$ cat src/sfcr_pkg.sv
/*
 servo filter command register package: addresses, bit positions, reset values,
 carriers for the decoded controls.
 assumes a serial command word of 8-bit address and 16 data bits, msb first.
*/
package sfcr_pkg;
    // ------------------------------------------------------------
    // addresses and reset values
    // ------------------------------------------------------------
    localparam logic [7:0] SFCR_ADDR_ROUTING = 8'h3d;
    localparam logic [7:0] SFCR_ADDR_ACCURACY = 8'h3e;
    localparam logic [7:0] SFCR_ADDR_CLOCK = 8'h3f;
    localparam logic [15:0] SFCR_RESET_VALUE = 16'h0000;
    localparam int SFCR_WORD_BITS = 24;
    // writable bits per register, reserved positions masked
    localparam logic [15:0] SFCR_MASK_ROUTING = 16'hf700;
    localparam logic [15:0] SFCR_MASK_ACCURACY = 16'hffdf;
    localparam logic [15:0] SFCR_MASK_CLOCK = 16'h7772;
    // ------------------------------------------------------------
    // field positions
    // ------------------------------------------------------------
    localparam int SFCR_SLED_SEL = 15;
    localparam int SFCR_SLED_SKIP = 14;
    localparam int SFCR_HOLD_SEL = 13;
    localparam int SFCR_HOLD_SKIP = 12;
    localparam int SFCR_SLED_DIS_LO = 8;
    localparam int SFCR_PRECISE_LO = 8;
    localparam int SFCR_LOCK_SEL = 4;
    localparam int SFCR_CROSS_SEL = 3;
    localparam int SFCR_EXT_DET = 2;
    localparam int SFCR_MIRROR_SEL = 1;
    localparam int SFCR_UNDIV = 0;
    localparam int SFCR_AMP_EXT = 14;
    localparam int SFCR_DIV_FOUR = 13;
    localparam int SFCR_DIV_TWO = 12;
    localparam int SFCR_CLR_0A = 10;
    localparam int SFCR_CLR_SLED = 9;
    localparam int SFCR_CLR_UNLK = 8;
    localparam int SFCR_SHOCK_GAIN = 6;
    localparam int SFCR_SLOPE_QTR = 5;
    localparam int SFCR_SHOCK_OUT = 4;
    localparam int SFCR_AGC_HALF = 1;
    // ------------------------------------------------------------
    // timing: 10 MHz core clock
    // ------------------------------------------------------------
    localparam int SFCR_CLK_HZ = 10_000_000;
    localparam int SFCR_SLOW_FS_HZ = 345;
    localparam int SFCR_FAST_FS_HZ = 88_200;
    localparam int SFCR_SLOW_CYC = SFCR_CLK_HZ / SFCR_SLOW_FS_HZ;
    localparam int SFCR_FAST_CYC = SFCR_CLK_HZ / SFCR_FAST_FS_HZ;
    // ------------------------------------------------------------
    // carriers
    // ------------------------------------------------------------
    typedef enum logic [1:0] {
        SFCR_DIV_PIN = 2'b00,
        SFCR_DIV_1 = 2'b01,
        SFCR_DIV_2 = 2'b10,
        SFCR_DIV_4 = 2'b11
    } sfcr_div_t;
    typedef struct packed {
        logic sel_k30;
        logic sel_k46;
        logic sled_from_track;
        logic hold_from_track;
        logic [2:0] track_correct;
        logic [2:0] sled_correct;
    } sfcr_route_t;
    typedef struct packed {
        logic clr_words_08_0a;
        logic clr_sled_words;
        logic force_gain_normal;
        logic agc_half_frequency;
        logic focus_search_slope_quarter;
        logic [2:0] fe_amp_shift;
        logic [2:0] te_amp_shift;
    } sfcr_misc_t;
endpackage

$ cat src/sfcr_regs.sv
/*
 servo filter command registers: serial command receiver, three write-only
 16-bit registers, and the decoded controls for the servo filter datapath.
 assumes the host serial clock, data and latch are asynchronous pins and
 that clock and latch are slow against core_clk.
*/
`timescale 1ns/1ns
`default_nettype none
// ------------------------------------------------------------
// Summary of operation
// - skip bit plus gain-up2 selects K30 coefficient
// - hold skip plus gain-up2 selects K46
// - sled filter fed from track second stage
// - hold filter fed from track second stage
// - corrections gated per enable and sled-disable
// - eight quasi-double accuracy stage enables
// - lock pin output or external input
// - cross-count pin output or external input
// - mirror, defect, focus-ok internal or external
// - undivided clock overrides all divide sources
// - divide two, then four, then pin
// - amplitude extend gives 1/8 to focus and track
// - clear bits zero selected data words
// - shock gain bit forces focus gain normal
// - agc half frequency halves sine rate
// - focus search slope quarter
// - shock pin driven with detected shock
// - shock comparator trips at 1/16 full
// - slow filters 345 Hz, fast 88.2 kHz
// ------------------------------------------------------------
module sfcr_regs #(
    parameter int SHOCK_BITS = 16
) (
    input wire logic core_clk,
    input wire logic rst,
    input wire logic cmd_clk,
    input wire logic cmd_data,
    input wire logic cmd_latch,
    input wire logic crystal_select_pin,
    input wire logic track_gain_up2,
    input wire logic shock_active,
    input wire logic [SHOCK_BITS-1:0] shock_level,
    input wire logic lock_int,
    input wire logic cross_count_int,
    input wire logic mirror_int,
    input wire logic defect_int,
    input wire logic focus_ok_int,
    input wire logic lock_pin_i,
    input wire logic cross_count_pin_i,
    input wire logic mirror_pin_i,
    input wire logic defect_pin_i,
    input wire logic focus_ok_pin_i,
    input wire logic shock_pin_i,
    output logic lock_pin_o,
    output logic lock_pin_oe,
    output logic cross_count_pin_o,
    output logic cross_count_pin_oe,
    output logic shock_pin_o,
    output logic shock_pin_oe,
    output logic lock_signal,
    output logic cross_count_signal,
    output logic mirror_signal,
    output logic defect_signal,
    output logic focus_ok_signal,
    output sfcr_pkg::sfcr_route_t route,
    output sfcr_pkg::sfcr_misc_t misc,
    output logic [7:0] precise_stages,
    output sfcr_pkg::sfcr_div_t servo_clock_div,
    output logic shock_detected,
    output logic slow_fs_tick,
    output logic fast_fs_tick
);
    // below 5 bits there is no room for the 1/16 trip level
    if (SHOCK_BITS < 5 || SHOCK_BITS > 32) begin
        $error("shock level width unsupported");
    end
    // ------------------------------------------------------------
    // pin synchronisers
    // ------------------------------------------------------------
    logic [9:0] sync1_q;
    logic [9:0] sync2_q;
    always_ff @(posedge core_clk or posedge rst) begin
        if (rst) begin
            sync1_q <= 10'h000;
            sync2_q <= 10'h000;
        end else begin
            sync1_q <= {cmd_clk, cmd_data, cmd_latch, lock_pin_i, cross_count_pin_i,
                        mirror_pin_i, defect_pin_i, focus_ok_pin_i, shock_pin_i, crystal_select_pin};
            sync2_q <= sync1_q;
        end
    end
    logic s_clk, s_data, s_latch, s_lock, s_cross, s_mirror_signal, s_defect_signal, s_fok, s_xtal;
    assign {s_clk, s_data, s_latch, s_lock, s_cross, s_mirror_signal, s_defect_signal, s_fok} = sync2_q[9:2];
    assign s_xtal = sync2_q[0];
    // ------------------------------------------------------------
    // serial command receiver
    // ------------------------------------------------------------
    logic clk_prev_q, latch_prev_q;
    logic [23:0] shift_q;
    logic [5:0] count_q;
    logic bit_take, word_done;
    assign bit_take = s_clk && !clk_prev_q;
    // latched on the falling edge of the strobe
    assign word_done = latch_prev_q && !s_latch;
    always_ff @(posedge core_clk or posedge rst) begin
        if (rst) begin
            clk_prev_q <= 1'b0;
            latch_prev_q <= 1'b0;
        end else begin
            clk_prev_q <= s_clk;
            latch_prev_q <= s_latch;
        end
    end
    always_ff @(posedge core_clk or posedge rst) begin
        if (rst) begin
            shift_q <= 24'h000000;
            count_q <= 6'h00;
        end else if (word_done) begin
            count_q <= 6'h00;
        end else if (bit_take) begin
            shift_q <= {shift_q[22:0], s_data};
            if (count_q != 6'h3f) begin
                count_q <= count_q + 6'h01;
            end
        end
    end
    // short or long words are dropped: only exact frames load
    logic load_ok;
    assign load_ok = word_done && (count_q == 6'(sfcr_pkg::SFCR_WORD_BITS));
    // ------------------------------------------------------------
    // command registers
    // ------------------------------------------------------------
    logic [15:0] routing_q, accuracy_q, clock_q;
    always_ff @(posedge core_clk or posedge rst) begin
        if (rst) begin
            routing_q <= sfcr_pkg::SFCR_RESET_VALUE;
            accuracy_q <= sfcr_pkg::SFCR_RESET_VALUE;
            clock_q <= sfcr_pkg::SFCR_RESET_VALUE;
        end else if (load_ok) begin
            unique case (shift_q[23:16])
                sfcr_pkg::SFCR_ADDR_ROUTING: routing_q <= shift_q[15:0] & sfcr_pkg::SFCR_MASK_ROUTING;
                sfcr_pkg::SFCR_ADDR_ACCURACY: accuracy_q <= shift_q[15:0] & sfcr_pkg::SFCR_MASK_ACCURACY;
                sfcr_pkg::SFCR_ADDR_CLOCK: clock_q <= shift_q[15:0] & sfcr_pkg::SFCR_MASK_CLOCK;
                default: ;
            endcase
        end
    end
    // ------------------------------------------------------------
    // filter routing and corrections
    // ------------------------------------------------------------
    logic [2:0] tlc;
    assign tlc = {accuracy_q[6], 2'b11}; // zero-level, ref enables held on, centre from register
    always_comb begin
        route.sel_k30 = routing_q[sfcr_pkg::SFCR_SLED_SKIP] && track_gain_up2;
        route.sel_k46 = routing_q[sfcr_pkg::SFCR_HOLD_SKIP] && track_gain_up2;
        route.sled_from_track = routing_q[sfcr_pkg::SFCR_SLED_SEL];
        route.hold_from_track = routing_q[sfcr_pkg::SFCR_HOLD_SEL];
        route.track_correct = tlc;
        route.sled_correct = tlc & ~routing_q[sfcr_pkg::SFCR_SLED_DIS_LO +: 3];
    end
    assign precise_stages = accuracy_q[sfcr_pkg::SFCR_PRECISE_LO +: 8];
    // ------------------------------------------------------------
    // pin direction and detect source
    // ------------------------------------------------------------
    logic lock_ext, cross_ext, det_ext, mirror_signal_ext;
    assign lock_ext = accuracy_q[sfcr_pkg::SFCR_LOCK_SEL];
    assign cross_ext = accuracy_q[sfcr_pkg::SFCR_CROSS_SEL];
    assign det_ext = accuracy_q[sfcr_pkg::SFCR_EXT_DET];
    assign mirror_signal_ext = accuracy_q[sfcr_pkg::SFCR_MIRROR_SEL];
    always_ff @(posedge core_clk or posedge rst) begin
        if (rst) begin
            lock_pin_o <= 1'b0;
            cross_count_pin_o <= 1'b0;
            shock_pin_o <= 1'b0;
        end else begin
            lock_pin_o <= lock_int;
            cross_count_pin_o <= cross_count_int;
            shock_pin_o <= shock_detected;
        end
    end
    assign lock_pin_oe = !lock_ext;
    assign cross_count_pin_oe = !cross_ext;
    assign shock_pin_oe = clock_q[sfcr_pkg::SFCR_SHOCK_OUT];
    assign lock_signal = lock_ext ? s_lock : lock_int;
    assign cross_count_signal = cross_ext ? s_cross : cross_count_int;
    // mirror-only external when just the mirror bit is set
    assign mirror_signal = (det_ext || mirror_signal_ext) ? s_mirror_signal : mirror_int;
    assign defect_signal = det_ext ? s_defect_signal : defect_int;
    assign focus_ok_signal = det_ext ? s_fok : focus_ok_int;
    // ------------------------------------------------------------
    // clock division, amplitude, clears, anti-shock
    // ------------------------------------------------------------
    always_comb begin
        if (accuracy_q[sfcr_pkg::SFCR_UNDIV]) begin
            servo_clock_div = sfcr_pkg::SFCR_DIV_1;
        end else if (clock_q[sfcr_pkg::SFCR_DIV_TWO]) begin
            servo_clock_div = sfcr_pkg::SFCR_DIV_2;
        end else if (clock_q[sfcr_pkg::SFCR_DIV_FOUR]) begin
            servo_clock_div = sfcr_pkg::SFCR_DIV_4;
        end else begin
            servo_clock_div = s_xtal ? sfcr_pkg::SFCR_DIV_1 : sfcr_pkg::SFCR_DIV_2;
        end
    end
    // amplitude as right shift of full scale; default codes 5/4/3 approximate
    logic focus_amp_bit, track_amp_bit;
    logic [1:0] amp_code;
    assign focus_amp_bit = 1'b1;
    assign track_amp_bit = 1'b1;
    assign amp_code = {focus_amp_bit, track_amp_bit};
    always_comb begin
        misc.clr_words_08_0a = clock_q[sfcr_pkg::SFCR_CLR_0A];
        misc.clr_sled_words = clock_q[sfcr_pkg::SFCR_CLR_SLED]
                            || (clock_q[sfcr_pkg::SFCR_CLR_UNLK] && !lock_signal);
        misc.force_gain_normal = clock_q[sfcr_pkg::SFCR_SHOCK_GAIN] && shock_active
                               && shock_detected;
        misc.agc_half_frequency = clock_q[sfcr_pkg::SFCR_AGC_HALF];
        misc.focus_search_slope_quarter = clock_q[sfcr_pkg::SFCR_SLOPE_QTR];
        if (clock_q[sfcr_pkg::SFCR_AMP_EXT]) begin
            misc.fe_amp_shift = 3'(6 - amp_code);
            misc.te_amp_shift = 3'(6 - amp_code);
        end else begin
            misc.fe_amp_shift = focus_amp_bit ? 3'h4 : 3'h5;
            misc.te_amp_shift = track_amp_bit ? 3'h3 : 3'h4;
        end
    end
    // comparator at 1/16 of full signed magnitude
    logic [SHOCK_BITS-1:0] shock_mag;
    logic [SHOCK_BITS-1:0] shock_trip;
    assign shock_mag = shock_level[SHOCK_BITS-1] ? -shock_level : shock_level;
    assign shock_trip = (SHOCK_BITS)'(1) << (SHOCK_BITS - 5);
    always_ff @(posedge core_clk or posedge rst) begin
        if (rst) begin
            shock_detected <= 1'b0;
        end else if (fast_fs_tick) begin
            shock_detected <= shock_mag >= shock_trip;
        end
    end
    // ------------------------------------------------------------
    // filter sample rate enables
    // ------------------------------------------------------------
    logic [15:0] slow_cnt_q;
    logic [7:0] fast_cnt_q;
    always_ff @(posedge core_clk or posedge rst) begin
        if (rst) begin
            slow_cnt_q <= 16'h0000;
            fast_cnt_q <= 8'h00;
        end else begin
            slow_cnt_q <= slow_fs_tick ? 16'h0000 : slow_cnt_q + 16'h0001;
            fast_cnt_q <= fast_fs_tick ? 8'h00 : fast_cnt_q + 8'h01;
        end
    end
    assign slow_fs_tick = slow_cnt_q == 16'(sfcr_pkg::SFCR_SLOW_CYC - 1);
    assign fast_fs_tick = fast_cnt_q == 8'(sfcr_pkg::SFCR_FAST_CYC - 1);
    // ------------------------------------------------------------
    // checks
    // ------------------------------------------------------------
    k30_select_a: assert property (@(posedge core_clk) disable iff (rst)
        route.sel_k30 == (routing_q[14] && track_gain_up2)) else $error("k30 select wrong");
    k46_select_a: assert property (@(posedge core_clk) disable iff (rst)
        route.sel_k46 |-> track_gain_up2 && routing_q[12]) else $error("k46 select wrong");
    sled_correct_a: assert property (@(posedge core_clk) disable iff (rst)
        (route.sled_correct & ~route.track_correct) == 3'h0) else $error("sled corrected alone");
    lock_dir_a: assert property (@(posedge core_clk) disable iff (rst)
        lock_pin_oe != lock_ext) else $error("lock pin direction wrong");
    cross_dir_a: assert property (@(posedge core_clk) disable iff (rst)
        cross_ext |-> !cross_count_pin_oe) else $error("cross pin driven while external");
    undiv_wins_a: assert property (@(posedge core_clk) disable iff (rst)
        accuracy_q[0] |-> servo_clock_div == sfcr_pkg::SFCR_DIV_1) else $error("undivided clock lost");
    clear_sled_a: assert property (@(posedge core_clk) disable iff (rst)
        clock_q[9] |-> misc.clr_sled_words) else $error("sled clear missing");
    load_write_a: assert property (@(posedge core_clk) disable iff (rst)
        load_ok && shift_q[23:16] == 8'h3f |=> clock_q == ($past(shift_q[15:0]) & sfcr_pkg::SFCR_MASK_CLOCK))
        else $error("clock register not loaded");
    fast_rate_a: assert property (@(posedge core_clk) disable iff (rst)
        fast_fs_tick |=> !fast_fs_tick [*8]) else $error("fast tick too close");
    slow_rate_a: assert property (@(posedge core_clk) disable iff (rst)
        slow_fs_tick |=> !slow_fs_tick [*8]) else $error("slow tick too close");
    reset_clear_a: assert property (@(posedge core_clk)
        rst |=> (routing_q | accuracy_q | clock_q) == sfcr_pkg::SFCR_RESET_VALUE) else $error("register kept after reset");
    reserved_zero_a: assert property (@(posedge core_clk) disable iff (rst)
        (routing_q & ~sfcr_pkg::SFCR_MASK_ROUTING) == 16'h0000
        && (accuracy_q & ~sfcr_pkg::SFCR_MASK_ACCURACY) == 16'h0000
        && (clock_q & ~sfcr_pkg::SFCR_MASK_CLOCK) == 16'h0000) else $error("reserved bit held");
    div_two_a: assert property (@(posedge core_clk) disable iff (rst)
        !accuracy_q[sfcr_pkg::SFCR_UNDIV] && clock_q[sfcr_pkg::SFCR_DIV_TWO] |-> servo_clock_div == sfcr_pkg::SFCR_DIV_2)
        else $error("divide by two lost");
    amp_ext_a: assert property (@(posedge core_clk) disable iff (rst)
        clock_q[sfcr_pkg::SFCR_AMP_EXT] |-> misc.fe_amp_shift == misc.te_amp_shift
        && misc.fe_amp_shift >= 3'h3 && misc.fe_amp_shift <= 3'h6) else $error("extended amplitude out of range");
    detect_int_a: assert property (@(posedge core_clk) disable iff (rst)
        !det_ext && !mirror_signal_ext |-> mirror_signal == mirror_int && defect_signal == defect_int
        && focus_ok_signal == focus_ok_int) else $error("detect source wrong");
    shock_force_a: assert property (@(posedge core_clk) disable iff (rst)
        clock_q[sfcr_pkg::SFCR_SHOCK_GAIN] && shock_active && shock_detected |-> misc.force_gain_normal)
        else $error("focus gain not forced");
    shock_pin_a: assert property (@(posedge core_clk) disable iff (rst)
        shock_pin_oe |-> shock_pin_o == $past(shock_detected)) else $error("shock pin lags detector");
    shock_trip_a: assert property (@(posedge core_clk) disable iff (rst)
        fast_fs_tick && shock_mag < shock_trip |=> !shock_detected) else $error("shock tripped below level");
    cover_load_c: cover property (@(posedge core_clk) disable iff (rst) load_ok);
    cover_k30_c: cover property (@(posedge core_clk) disable iff (rst) route.sel_k30);
    cover_shock_c: cover property (@(posedge core_clk) disable iff (rst) misc.force_gain_normal);
    cover_clear_c: cover property (@(posedge core_clk) disable iff (rst) misc.clr_sled_words);
    cover_div4_c: cover property (@(posedge core_clk) disable iff (rst) servo_clock_div == sfcr_pkg::SFCR_DIV_4);
endmodule
`default_nettype wire

$ cat config.mk
export PLATFORM = sky130hd
export DESIGN_NAME = sfcr_regs
export DESIGN_NICKNAME = d
export VERILOG_FILES = /design/src/sfcr_pkg.sv /design/src/sfcr_regs.sv
export SDC_FILE = /design/constraint.sdc
export NUM_CORES = 1
export LEC_CHECK = 0
export CAP_MARGIN = 20
export CORE_UTILIZATION = 28
export DETAILED_ROUTE_END_ITERATION = 16
export DONT_BUFFER_PORTS = 1
export GPL_TIMING_DRIVEN = 0
export PLACE_DENSITY_LB_ADDON = 0.12
export SETUP_SLACK_MARGIN = 0.15
export SYNTH_ARGS = -nofsm -noshare
export SYNTH_HDL_FRONTEND = slang
export SYNTH_SLANG_ARGS = --single-unit
$ cat constraint.sdc
create_clock -name core_clk -period 4.9 [get_ports core_clk]
set_clock_uncertainty 0.1 [all_clocks]
set_input_delay 0.98 -clock core_clk [delete_from_list [all_inputs] [get_ports core_clk]]
set_output_delay 0.98 -clock core_clk [all_outputs]
set_load 0.01 [all_outputs]
==> out/results.tsv, run 1 <==
metric	value	unit
grt_pass1_wl	13200	um
p_clk_share	41.4	%
grt.total_usage	10.2	%
grt_pass1_vias	2585	
synth_area_leaders	dfrtp_1, mux2_2, buf_4, mux2_4, xor2_1	
maxSlewViolCount	0	
switching_share	22.5	%
die_h	130	um
num_antenna_cells	0	
cts-resized-gates	0	
hold_path.class	reg -> reg	
grt_most_used_layer	met2	
ys_warn_count	0	
seq_power_share	52.9	%
hold_buffers	0	
internal-power	1.49	mW
post_cts_buffers	0	
cts.path.max_buffers	2	
via_per_inst	4.28	
p_leak	2.50	nW
initial_core_util	28.8	%
placed_area	4930	sq um
wl_per_cell	13.3	um
synthMostInstantiatedCell	dfrtp_1	
synth-main-ff-cell	dfrtp_1	
fin_crit	3.22	ns
yosys-top-cells-count	dfrtp_1, mux2_2, nor2_1	
postLayoutCellArea	5260	sq um
ios	80	
antenna_found_initial	0	
layout-drive-gt1-share	28.2	%
syn_to_final_growth	14.0	%
final.setup.tns	0	ns
core_area	16000	sq um
htreeDepth	3	
synth_seq_cells	109	
ant_nets	0	
numCtsBuffers	9	
rsz0062_at_grt	no	
met2_usage	15.1	%
use_met3	2.83	%
setup_viol	0	
cts_sinks	109	
clkTransAtPathRegs	0.07	ns
status	finished, final reports clean	
grt-ovfl-total	0	
fillers	1620	
die_area	17000	sq um
whs_endpoint	sync2_q[7]	
syn-mean-instance-area	12.9	sq um
power.density	364	nW/um^2
arrival	2.14	ns
critPathMaxFanout	10	
fin_nets	416	
regArea	2730	sq um
fmax	311	MHz
synth_area_leader_cell	dfrtp_1	
synth_async_sr_flop_share	100	%
synth_cell_types	40	
whs_path_depth	0	
synth_top_area_share	59.2	%
rrSetupSlack	2.56	ns
first_pass_iters	4	
clkLatencyLatePin	0.34	ns
drc	0	
crit_type	reg -> out	
min-delay-start	sync1_q[7]	
worst_slew_pin_slew	0.572	ns
globalRouteMet1Util	13.5	%
grt_max_degree	70	
cp-start-kind	register	
switching_power	0.430	mW
slew-limit-headroom	61.8	%
syn_inst	358	
multiInputGateArea	1640	sq um
rows	46	
reg2regPathDepth	7	
dieWidth	130	um
cts_root_buf	clkbuf_16	
fin_hold_ws	0.249	ns
dp_hpwl	5330	um
final_hold_viol_count	0	
portBuffers	0	
cap_violations	0	
gpl.final_weighted_congestion	0.727	
routed_wl	7890	um
syn_area	4610	sq um
yosysSeqAreaShare	59.2	%
synth_edf_count	0	
period_share	65.7	%
cts_tree	built	
cp-end-kind	primary output	
crit_required	3.82	ns
r2r-end	routing_q[8]	
num_vias	2548	
reg2reg_from	count_q[0]	
pwr-share-comb	5.7	%
vdd_ir_drop_max	149	uV
drtIter0Drc	105	
## cell type report
type	count	area share, %
buffer	27	3.62
clock buffer	11	4.62
clock inverter	5	1.57
inverter	17	1.31
multi-input combinational	208	31.2
sequential	109	51.9
tap	216	5.14
timing repair buffer	2	0.666
## layer usage
metal | vias to the layer above | share of wire (%)
met5 | - | 0
met2 | 63 | 44
met3 | 10 | 5.6
met1 | 1259 | 48
met4 | 0 | 2.1
li1 | 1216 | -
## worst max path at each step
| stage | start | depth (start not counted) | to | slack (ns) |
|---|---|---|---|---|
| after CTS | slow_cnt_q[0] | 6 | slow_fs_tick | 1.63 |
| after global routing | slow_cnt_q[0] | 6 | slow_fs_tick | 1.45 |
| after detailed placement | slow_cnt_q[0] | 6 | slow_fs_tick | 2.02 |
| after global placement | rst | 1 | routing_q[14] | -0.50 |
| after floorplan | rst | 1 | accuracy_q[0] | 0.95 |
| final | slow_cnt_q[0] | 6 | slow_fs_tick | 1.68 |
## cell families (layout without fill, tap and decap cells)
group / Yosys count / after routing / share of synthesized area, %
AOI/OAI and AO/OA: 10 / 10 / 1.41
xor gates and xnor gates: 26 / 26 / 4.94
adders and majority gates: 7 / 7 / 1.90
buffers and inverters: 44 / 62 / 5.51
DFF: 109 / 109 / 59.2
muxes: 60 / 60 / 15.5
other: 2 / 5 / 0.163
and+or+nand+nor: 100 / 100 / 11.5
## registers in the layout (all words and copies together), names as in the netlist
register           count
routing_q              7
shock_detected         1
shift_q               24
clock_q               10
cross_count_pin_o      1
sync1_q                9
count_q                6
latch_prev_q           1
lock_pin_o             1
shock_pin_o            1
sync2_q                9
slow_cnt_q            16
accuracy_q            14
fast_cnt_q             8
clk_prev_q             1
## power by group through the flow
stage / registers (mW) / clock network (mW) / logic (mW)
global placement: 1.03 / 0 / 0.108
floorplan: 1.01 / 0 / 0.0944
global route: 1.03 / 0.856 / 0.127
detailed placement: 1.03 / 0 / 0.114
finish: 1.01 / 0.793 / 0.110
CTS: 1.02 / 0.828 / 0.114
## metrics by stage
stage / setup WS, ns / power [mW] / util (%) / cells
2_1_floorplan: 0.946 / 1.11 / - / 361
3_3_place_gp: -0.501 / 1.14 / 30.6 / 577
3_5_place_dp: 2.02 / 1.15 / 30.8 / 579
4_1_cts: 1.63 / 1.96 / 32.9 / 595
5_1_grt: 1.45 / 2.01 / 32.9 / 595
6_report: 1.68 / 1.92 / 32.9 / 595
## worst max-delay path: stages, from the launching register on
cell and delay [ns]:
dfrtp_1 0.41, inv_1 0.07, ha_1 0.13, nor4b_1 0.23, nand2_1 0.08, nor4_1 0.38, clkbuf_1 0.49
## cells in the final DEF, fill, tap and decap left out, types with 3 or more instances in the layout
master     synthesis  final
dfrtp_1          109    109
mux2_2            50     50
nor2_1            33     33
buf_4             21     22
xor2_1            17     17
inv_1             17     16
nand3_1           15     15
nand2_1           10     10
mux2_4            10     10
xnor2_1            9      9
and3_1             9      9
clkbuf_16          0      9
ha_1               7      7
nand4_1            5      5
conb_1             2      5
clkbuf_1           3      4
nor4_1             4      4
nor3_1             4      4
nor2b_1            3      3
nor3b_1            3      3
(Power assumes the default switching activity.)
==> run 2, diff against run 1 <==
==> constraint.sdc (replaced) <==
create_clock -name core_clk -period 2.6 [get_ports core_clk]
set_clock_uncertainty 0.1 [all_clocks]
set_input_delay 0.52 -clock core_clk [delete_from_list [all_inputs] [get_ports core_clk]]
set_output_delay 0.52 -clock core_clk [all_outputs]
set_load 0.01 [all_outputs]
==> run 2 against run 1 <==
  * Setup slack worse by 1.5 ns
  * Via count up 0.86%
  * Wire length up 0.23%
  * Core utilization up 0.70 points
  * Critical endpoint unchanged
  * Count of clock-buffer cells in the layout unchanged
  * Final cell count up 1.0%
  * Sequential cell count unchanged
==> out/results.tsv, run 2 (same netlist as run 1, synthesis figures left out) <==
metric	value	unit	change
cp_slowest_cell	dfrtp_1		
gpl.final_weighted_congestion	0.732		+0.72%
regArea	2730	sq um	unchanged
cp-end-kind	primary output		
cts.path.max_buffers	2		unchanged
wl_per_cell	13.2	um	-0.77%
grt_pass1_vias	2616		+1.2%
via_per_inst	4.28		-0.14%
routed-wl-met3	369	um	-16%
dpl_worst_slack	0.155	ns	-1.87 ns
first_pass_iters	4		unchanged
crit_chain	inv_1 > ha_1 > nor4b_1 > nand2_1 > nor4_4 > clkbuf_8		
seq_power_share	52.6	%	-0.3 points
placed_area	4960	sq um	+0.63%
clkTransAtPathRegs	0.07	ns	about the same
rows	46		unchanged
antenna_found_initial	0		unchanged
min-delay-start	cmd_clk		
clkLatencyLatePin	0.34	ns	about the same
pwr-share-comb	5.9	%	+0.2 points
routed_wl	7910	um	+0.23%
dieWidth	130	um	unchanged
switching_power	0.803	mW	+87%
whs_path_depth	0		unchanged
dp_cells	581		+0.35%
stdcell_count	601		+1.0%
cp-start-kind	register		
fin_nets	422		+1.4%
final_common_cell	dfrtp_1		
initial_core_util	28.8	%	unchanged
die_area	17000	sq um	unchanged
numCtsBuffers	9		unchanged
fin_ws	0.161	ns	-1.52 ns
worst_slew_pin_slew	0.560	ns	-0.0122 ns
period_share	93.8	%	
switching_share	22.1	%	-0.35 points
p_leak	2.57	nW	+2.8%
final_hold_viol_count	0		unchanged
top_register	shift_q		
slowest_delay	0.41	ns	-0.08 ns
rsz0062_at_grt	yes		
slew-limit-headroom	62.6	%	+0.82 points
grt.total_usage	10.4	%	+0.19 points
internal-power	2.83	mW	+90%
fin_crit	2.44	ns	
reg2regPathDepth	8		+1
drtIter0Drc	80		-24%
maxSlewViolCount	0		unchanged
postLayoutCellArea	5370	sq um	+2.1%
top_layer_used	met4		
grt_pass1_wl	13300	um	+0.63%
ios	80		unchanged
whs_endpoint	sync1_q[9]		
drc	0		unchanged
cts_root_buf	clkbuf_16		
core_area	16000	sq um	unchanged
r2r-end	accuracy_q[1]		
wl_met1	3850	um	+2.0%
reg.largest.list	shift_q x24, slow_cnt_q x16, accuracy_q x14		
grt-ovfl-total	0		unchanged
htreeDepth	3		unchanged
p_total	3.63	mW	+90%
num_vias	2570		+0.86%
cts_sinks	109		unchanged
largest_reg_flops	24		unchanged
rrSetupSlack	0.34	ns	-2.22 ns
crit_type	reg -> out		
arrival	1.82	ns	-0.32 ns
num_antenna_cells	0		unchanged
multiInputGateArea	1670	sq um	+2.0%
status	finished, final reports clean		
p_clk_share	41.5	%	about the same
critPathMaxFanout	5		-5
syn_to_final_growth	16.5	%	
hold_path.class	in -> reg		
vdd_ir_drop_max	286	uV	+92%
startpoint	slow_cnt_q[0]		
fmax	410	MHz	
portBuffers	0		unchanged
die_h	130	um	unchanged
fillers	1630		+0.62%
cts_tree	built		
reg2reg_from	count_q[0]		
cap_violations	0		unchanged
setup_viol	0		unchanged
crit_required	1.98	ns	-1.84 ns
grt_max_degree	41		-41%
dp_hpwl	5380	um	+0.85%
layout-drive-gt1-share	30.1	%	+1.9 points
final_cell_mix	dfrtp_1, mux2_2, nor2_1		
final.setup.tns	0	ns	unchanged
met2WireLength	3500	um	about the same
power.density	676	nW/um^2	+86%
ant_nets	0		unchanged
run 2: changes by cell type in the layout (fill, tap and decap cells not counted), sizes merged:
cell,change
inv,-1
clkbuf,+1
buf,+4
clkinvlp,+2
dlygate4sd3,+1
clkinv,-1
run 2: how the worst max path moves through the flow:
stage / slack [ns] / cells past startpoint / to
detailed placement: 0.15 / 6 / slow_fs_tick
global route: 0.06 / 6 / slow_fs_tick
floorplan: 0.48 / 6 / slow_fs_tick
finish: 0.16 / 6 / slow_fs_tick
CTS: 0.04 / 6 / slow_fs_tick
global placement: -0.04 / 1 / accuracy_q[14]
run 2: area by class of cell:
class,instances,share of cell area [%]
Sequential cell,109,50.8
Inverter,17,1.26
Timing Repair Buffer,8,1.82
Clock buffer,11,4.71
Clock inverter,5,1.51
Buffer,27,3.73
Multi-Input combinational cell,208,31.2
Tap cell,216,5.03
run 2: what timing repair did:
action                                 4_1_cts  5_1_grt
pin swaps                                    0        2
setup buffers                                0        2
endpoints found under the hold margin        1        0
gates resized for setup                      6        2
hold buffers                                 1        0
gates cloned                                 1        0
setup endpoints to repair                    2       28
run 2: power groups by stage:
stage	Clock, mW	Combinational, mW	Sequential [mW]
after floorplan	0	0.178	1.91
after global placement	0	0.204	1.95
after detailed placement	0	0.219	1.95
after CTS	1.57	0.222	1.92
after global routing	1.63	0.247	1.94
final	1.51	0.214	1.91
run 2: metrics by stage:
stage	hold slack, ns	utilization, %
floorplan	0.231	-
global placement	0.233	30.6
detailed placement	0.193	31.0
CTS	0.0791	33.4
global route	0.0758	33.6
finish	0.101	33.6
run 2: metal layers:
metal	track usage, %	up-vias
met4	5.75	0
met5	0	-
met1	13.9	1269
met3	2.58	12
li1	-	1227
met2	15.4	62
run 2: worst max-delay path, delay by kind of cell, from the launching register on:
kind / cells / cell delay [ns]
buffers and inverters: 2 / 0.30
AND/OR/NAND/NOR: 3 / 0.62
adder cells (fa/ha/maj): 1 / 0.15
flip-flops: 1 / 0.41
==> run 3, diff against run 2 <==
--- a/config.mk
+++ b/config.mk
@@ -5,13 +5,14 @@
 export SDC_FILE = /design/constraint.sdc
 export NUM_CORES = 1
 export LEC_CHECK = 0
+export ABC_AREA = 1
 export CAP_MARGIN = 20
 export CORE_UTILIZATION = 28
 export DETAILED_ROUTE_END_ITERATION = 16
 export DONT_BUFFER_PORTS = 1
 export GPL_TIMING_DRIVEN = 0
 export PLACE_DENSITY_LB_ADDON = 0.12
-export SETUP_SLACK_MARGIN = 0.15
+export SETUP_SLACK_MARGIN = 0.5
 export SYNTH_ARGS = -nofsm -noshare
 export SYNTH_HDL_FRONTEND = slang
 export SYNTH_SLANG_ARGS = --single-unit
==> run 3 against run 2 <==
  * Core utilization is 0.71 points lower
  * Critical path depth did not move
  * Sequential share of layout area is 0.91 points lower
  * Fmax is 2.9% higher
  * Non-clock buffer count up 1
  * Sequential power is 6% lower
  * Register-to-register slack improved by 0.41 ns
  * Count of clock-buffer cells in the layout shrank 1
  * Final cell count up 29%
  * Synthesized cell count rose by 48%
  * Die area increased by 4.1%
  * Critical path type unchanged
  * Critical endpoint unchanged
==> out/results.tsv, run 3 <==
metric	value	unit	change
ios	80		unchanged
ant_nets	0		unchanged
vdd_ir_drop_max	385	uV	+35%
critPathMaxFanout	7		+2
cts_root_buf	clkbuf_16		
fin_crit	2.37	ns	-0.0678 ns
clkLatencyLatePin	0.35	ns	about the same
grt-ovfl-total	0		unchanged
syn_area	4800	sq um	+4.1%
whs_path_depth	0		unchanged
cp-end-kind	primary output		
synth_area_leaders	dfrtp_1, nand2_1, inv_1, o21ai_0, buf_4		
num_antenna_cells	0		unchanged
rows	47		+2.2%
synth_async_sr_flop_share	100	%	unchanged
top_layer_used	met4		
core_area	16600	sq um	+4.0%
final.setup.tns	0	ns	unchanged
reg2regPathDepth	9		+1
startpoint	slow_cnt_q[0]		
crit_chain	inv_1 > ha_1 > inv_1 > nor3_1 > nand4_1 > nor4_4		
yosys-top-cells-count	dfrtp_1, nand2_1, inv_1		
final_cell_mix	dfrtp_1, nand2_1, inv_1		
met2WireLength	4370	um	+25%
largest_reg_flops	24		unchanged
min-delay-start	cross_count_int		
die_area	17700	sq um	+4.1%
r2r-end	shock_detected		
maxSlewViolCount	0		unchanged
initial_core_util	28.8	%	+0.031 points
top_register	shift_q		
status	finished, final reports clean		
synth_area_leader_cell	dfrtp_1		
synth_edf_count	0		unchanged
portBuffers	0		unchanged
synth_top_area_share	56.8	%	-2.3 points
layout-drive-gt1-share	13.4	%	-17 points
numCtsBuffers	9		unchanged
crit_required	1.98	ns	about the same
fin_ws	0.229	ns	+0.0678 ns
syn_to_final_growth	13.9	%	
crit_family	simple AND/OR/NAND/NOR gates		
drc	0		unchanged
gpl.final_weighted_congestion	0.751		+2.6%
num_vias	3336		+30%
fin_nets	590		+40%
dp_hpwl	6950	um	+29%
grt_max_degree	36		-12%
synth-main-ff-cell	dfrtp_1		
cpMostUsedCell	inv_1		
hold_path.class	in -> reg		
cts_tree	built		
synthMostInstantiatedCell	dfrtp_1		
p_leak	2.49	nW	-2.8%
fmax	422	MHz	+2.9%
slew-limit-headroom	57.2	%	-5.4 points
clkTransAtPathRegs	0.08	ns	about the same
power.density	624	nW/um^2	-7.7%
worst_slew_pin_slew	0.637	ns	+0.0769 ns
grt_pass1_vias	3447		+32%
reg2reg_from	fast_cnt_q[0]		
htreeDepth	3		unchanged
cp-start-kind	register		
final_common_cell	dfrtp_1		
dpl_worst_slack	0.570	ns	+0.415 ns
cp_slowest_cell	nor4_4		
via_per_inst	4.32		+0.92%
syn_inst	530		+48%
slowest_delay	0.44	ns	+0.03 ns
routed-wl-met3	532	um	+44%
wl_per_cell	12.5	um	-5.3%
grt_pass1_wl	16700	um	+26%
antenna_found_initial	0		unchanged
critPathBufInv	2		unchanged
drtIter0Drc	173		+120%
rsz0062_at_grt	yes		
rrSetupSlack	0.75	ns	+0.41 ns
fillers	1768		+8.5%
whs_endpoint	cross_count_pin_o		
synth_seq_cells	109		unchanged
reg.largest.list	shift_q x24, slow_cnt_q x16, accuracy_q x14		
dieWidth	133	um	+2.0%
synth_cell_types	36		-10%
arrival	1.75	ns	-0.07 ns
cap_violations	0		unchanged
setup_viol	0		unchanged
routed_wl	9630	um	+22%
period_share	91.2	%	-2.6 points
yosysSeqAreaShare	56.8	%	-2.3 points
die_h	133	um	+2.0%
ys_warn_count	0		unchanged
cts.path.max_buffers	2		unchanged
wl_met1	4630	um	+20%
cts_sinks	109		unchanged
first_pass_iters	4		unchanged
grt.total_usage	12.0	%	+1.6 points
final_hold_viol_count	0		unchanged
crit_type	reg -> out		
cts-resized-gates	0		-6
syn-mean-instance-area	9.06	sq um	-30%
[run 3: cell count changes in the layout (fill, tap and decap cells not counted), sizes merged, moves of 8 or more]
cell   change
nand2    +104
inv       +65
o21ai     +63
mux2      -57
nor2      +12
xor2      -12
nand3     +10
and3       -8
xnor2      -8
[run 3: through the flow]
stage          power, mW  std cells  hold WS (ns)  area [sq um]  utilization (%)
2_1_floorplan       1.96        533         0.231          4820                -
3_5_place_dp        2.03        756         0.235          5150             31.0
6_report            3.41        773        0.0868          5470             32.9
5_1_grt             3.59        773        0.0539          5470             32.9
3_3_place_gp        2.02        753         0.233          5090             30.6
4_1_cts             3.49        773        0.0613          5470             32.9
[run 3: power by group]
part	leakage, nW	switching, mW	internal (mW)
Combinational	0.924	0.135	0.0609
Sequential	1.42	0.0327	1.76
Clock	0.147	0.655	0.767
Total	2.49	0.822	2.59
[run 3: cells by family after synthesis]
group	Yosys count	share of synthesized area (%)
buffers and inverters	112	10.6
DFF	109	56.8
other	2	0.156
and+or+nand+nor	214	20.6
xor gates and xnor gates	6	1.09
adders and majority gates	7	1.82
AOI/OAI and AO/OA	77	8.21
muxes	3	0.704
[run 3: final cells by class]
type	count	area, sq um	area share, %
buffer	32	206	3.78
inverter	80	304	5.56
clock inverter	6	77.6	1.42
clock buffer	10	229	4.19
timing repair buffer	4	70.1	1.28
multi-input combinational	312	1580	28.9
tap	220	275	5.03
sequential	109	2730	49.9
[run 3: worst max-delay path by stage]
stage / slack (ns) / endpoint / cells past startpoint
after global placement: -0.02 / lock_pin_o / 1
after floorplan: 0.66 / accuracy_q[0] / 1
after detailed placement: 0.57 / slow_fs_tick / 6
final: 0.23 / slow_fs_tick / 6
after global routing: 0.02 / slow_fs_tick / 6
after CTS: 0.16 / slow_fs_tick / 6
[run 3: worst register-to-register path: stages (launching register included)]
cell and delay, ns:
dfrtp_1 0.41, inv_1 0.07, ha_1 0.14, nand3_1 0.12
nor4_4 0.50, nand2_1 0.11, nor2_1 0.10, nand2_1 0.05
nor2_1 0.10, nor2_1 0.05
[run 3: metal layers]
| metal | vias up | track usage (%) |
|---|---|---|
| li1 | 1684 | - |
| met1 | 1569 | 15.4 |
| met2 | 76 | 19.1 |
| met3 | 7 | 4.06 |
| met4 | 0 | 3.64 |
| met5 | - | 0 |
[run 3: repair_timing]
| item | CTS | global route |
|---|---|---|
| setup endpoints to repair | 2 | 2 |
| buffers inserted | 0 | 0 |
| hold buffers | 1 | 0 |
| hold endpoints to repair | 19 | 0 |
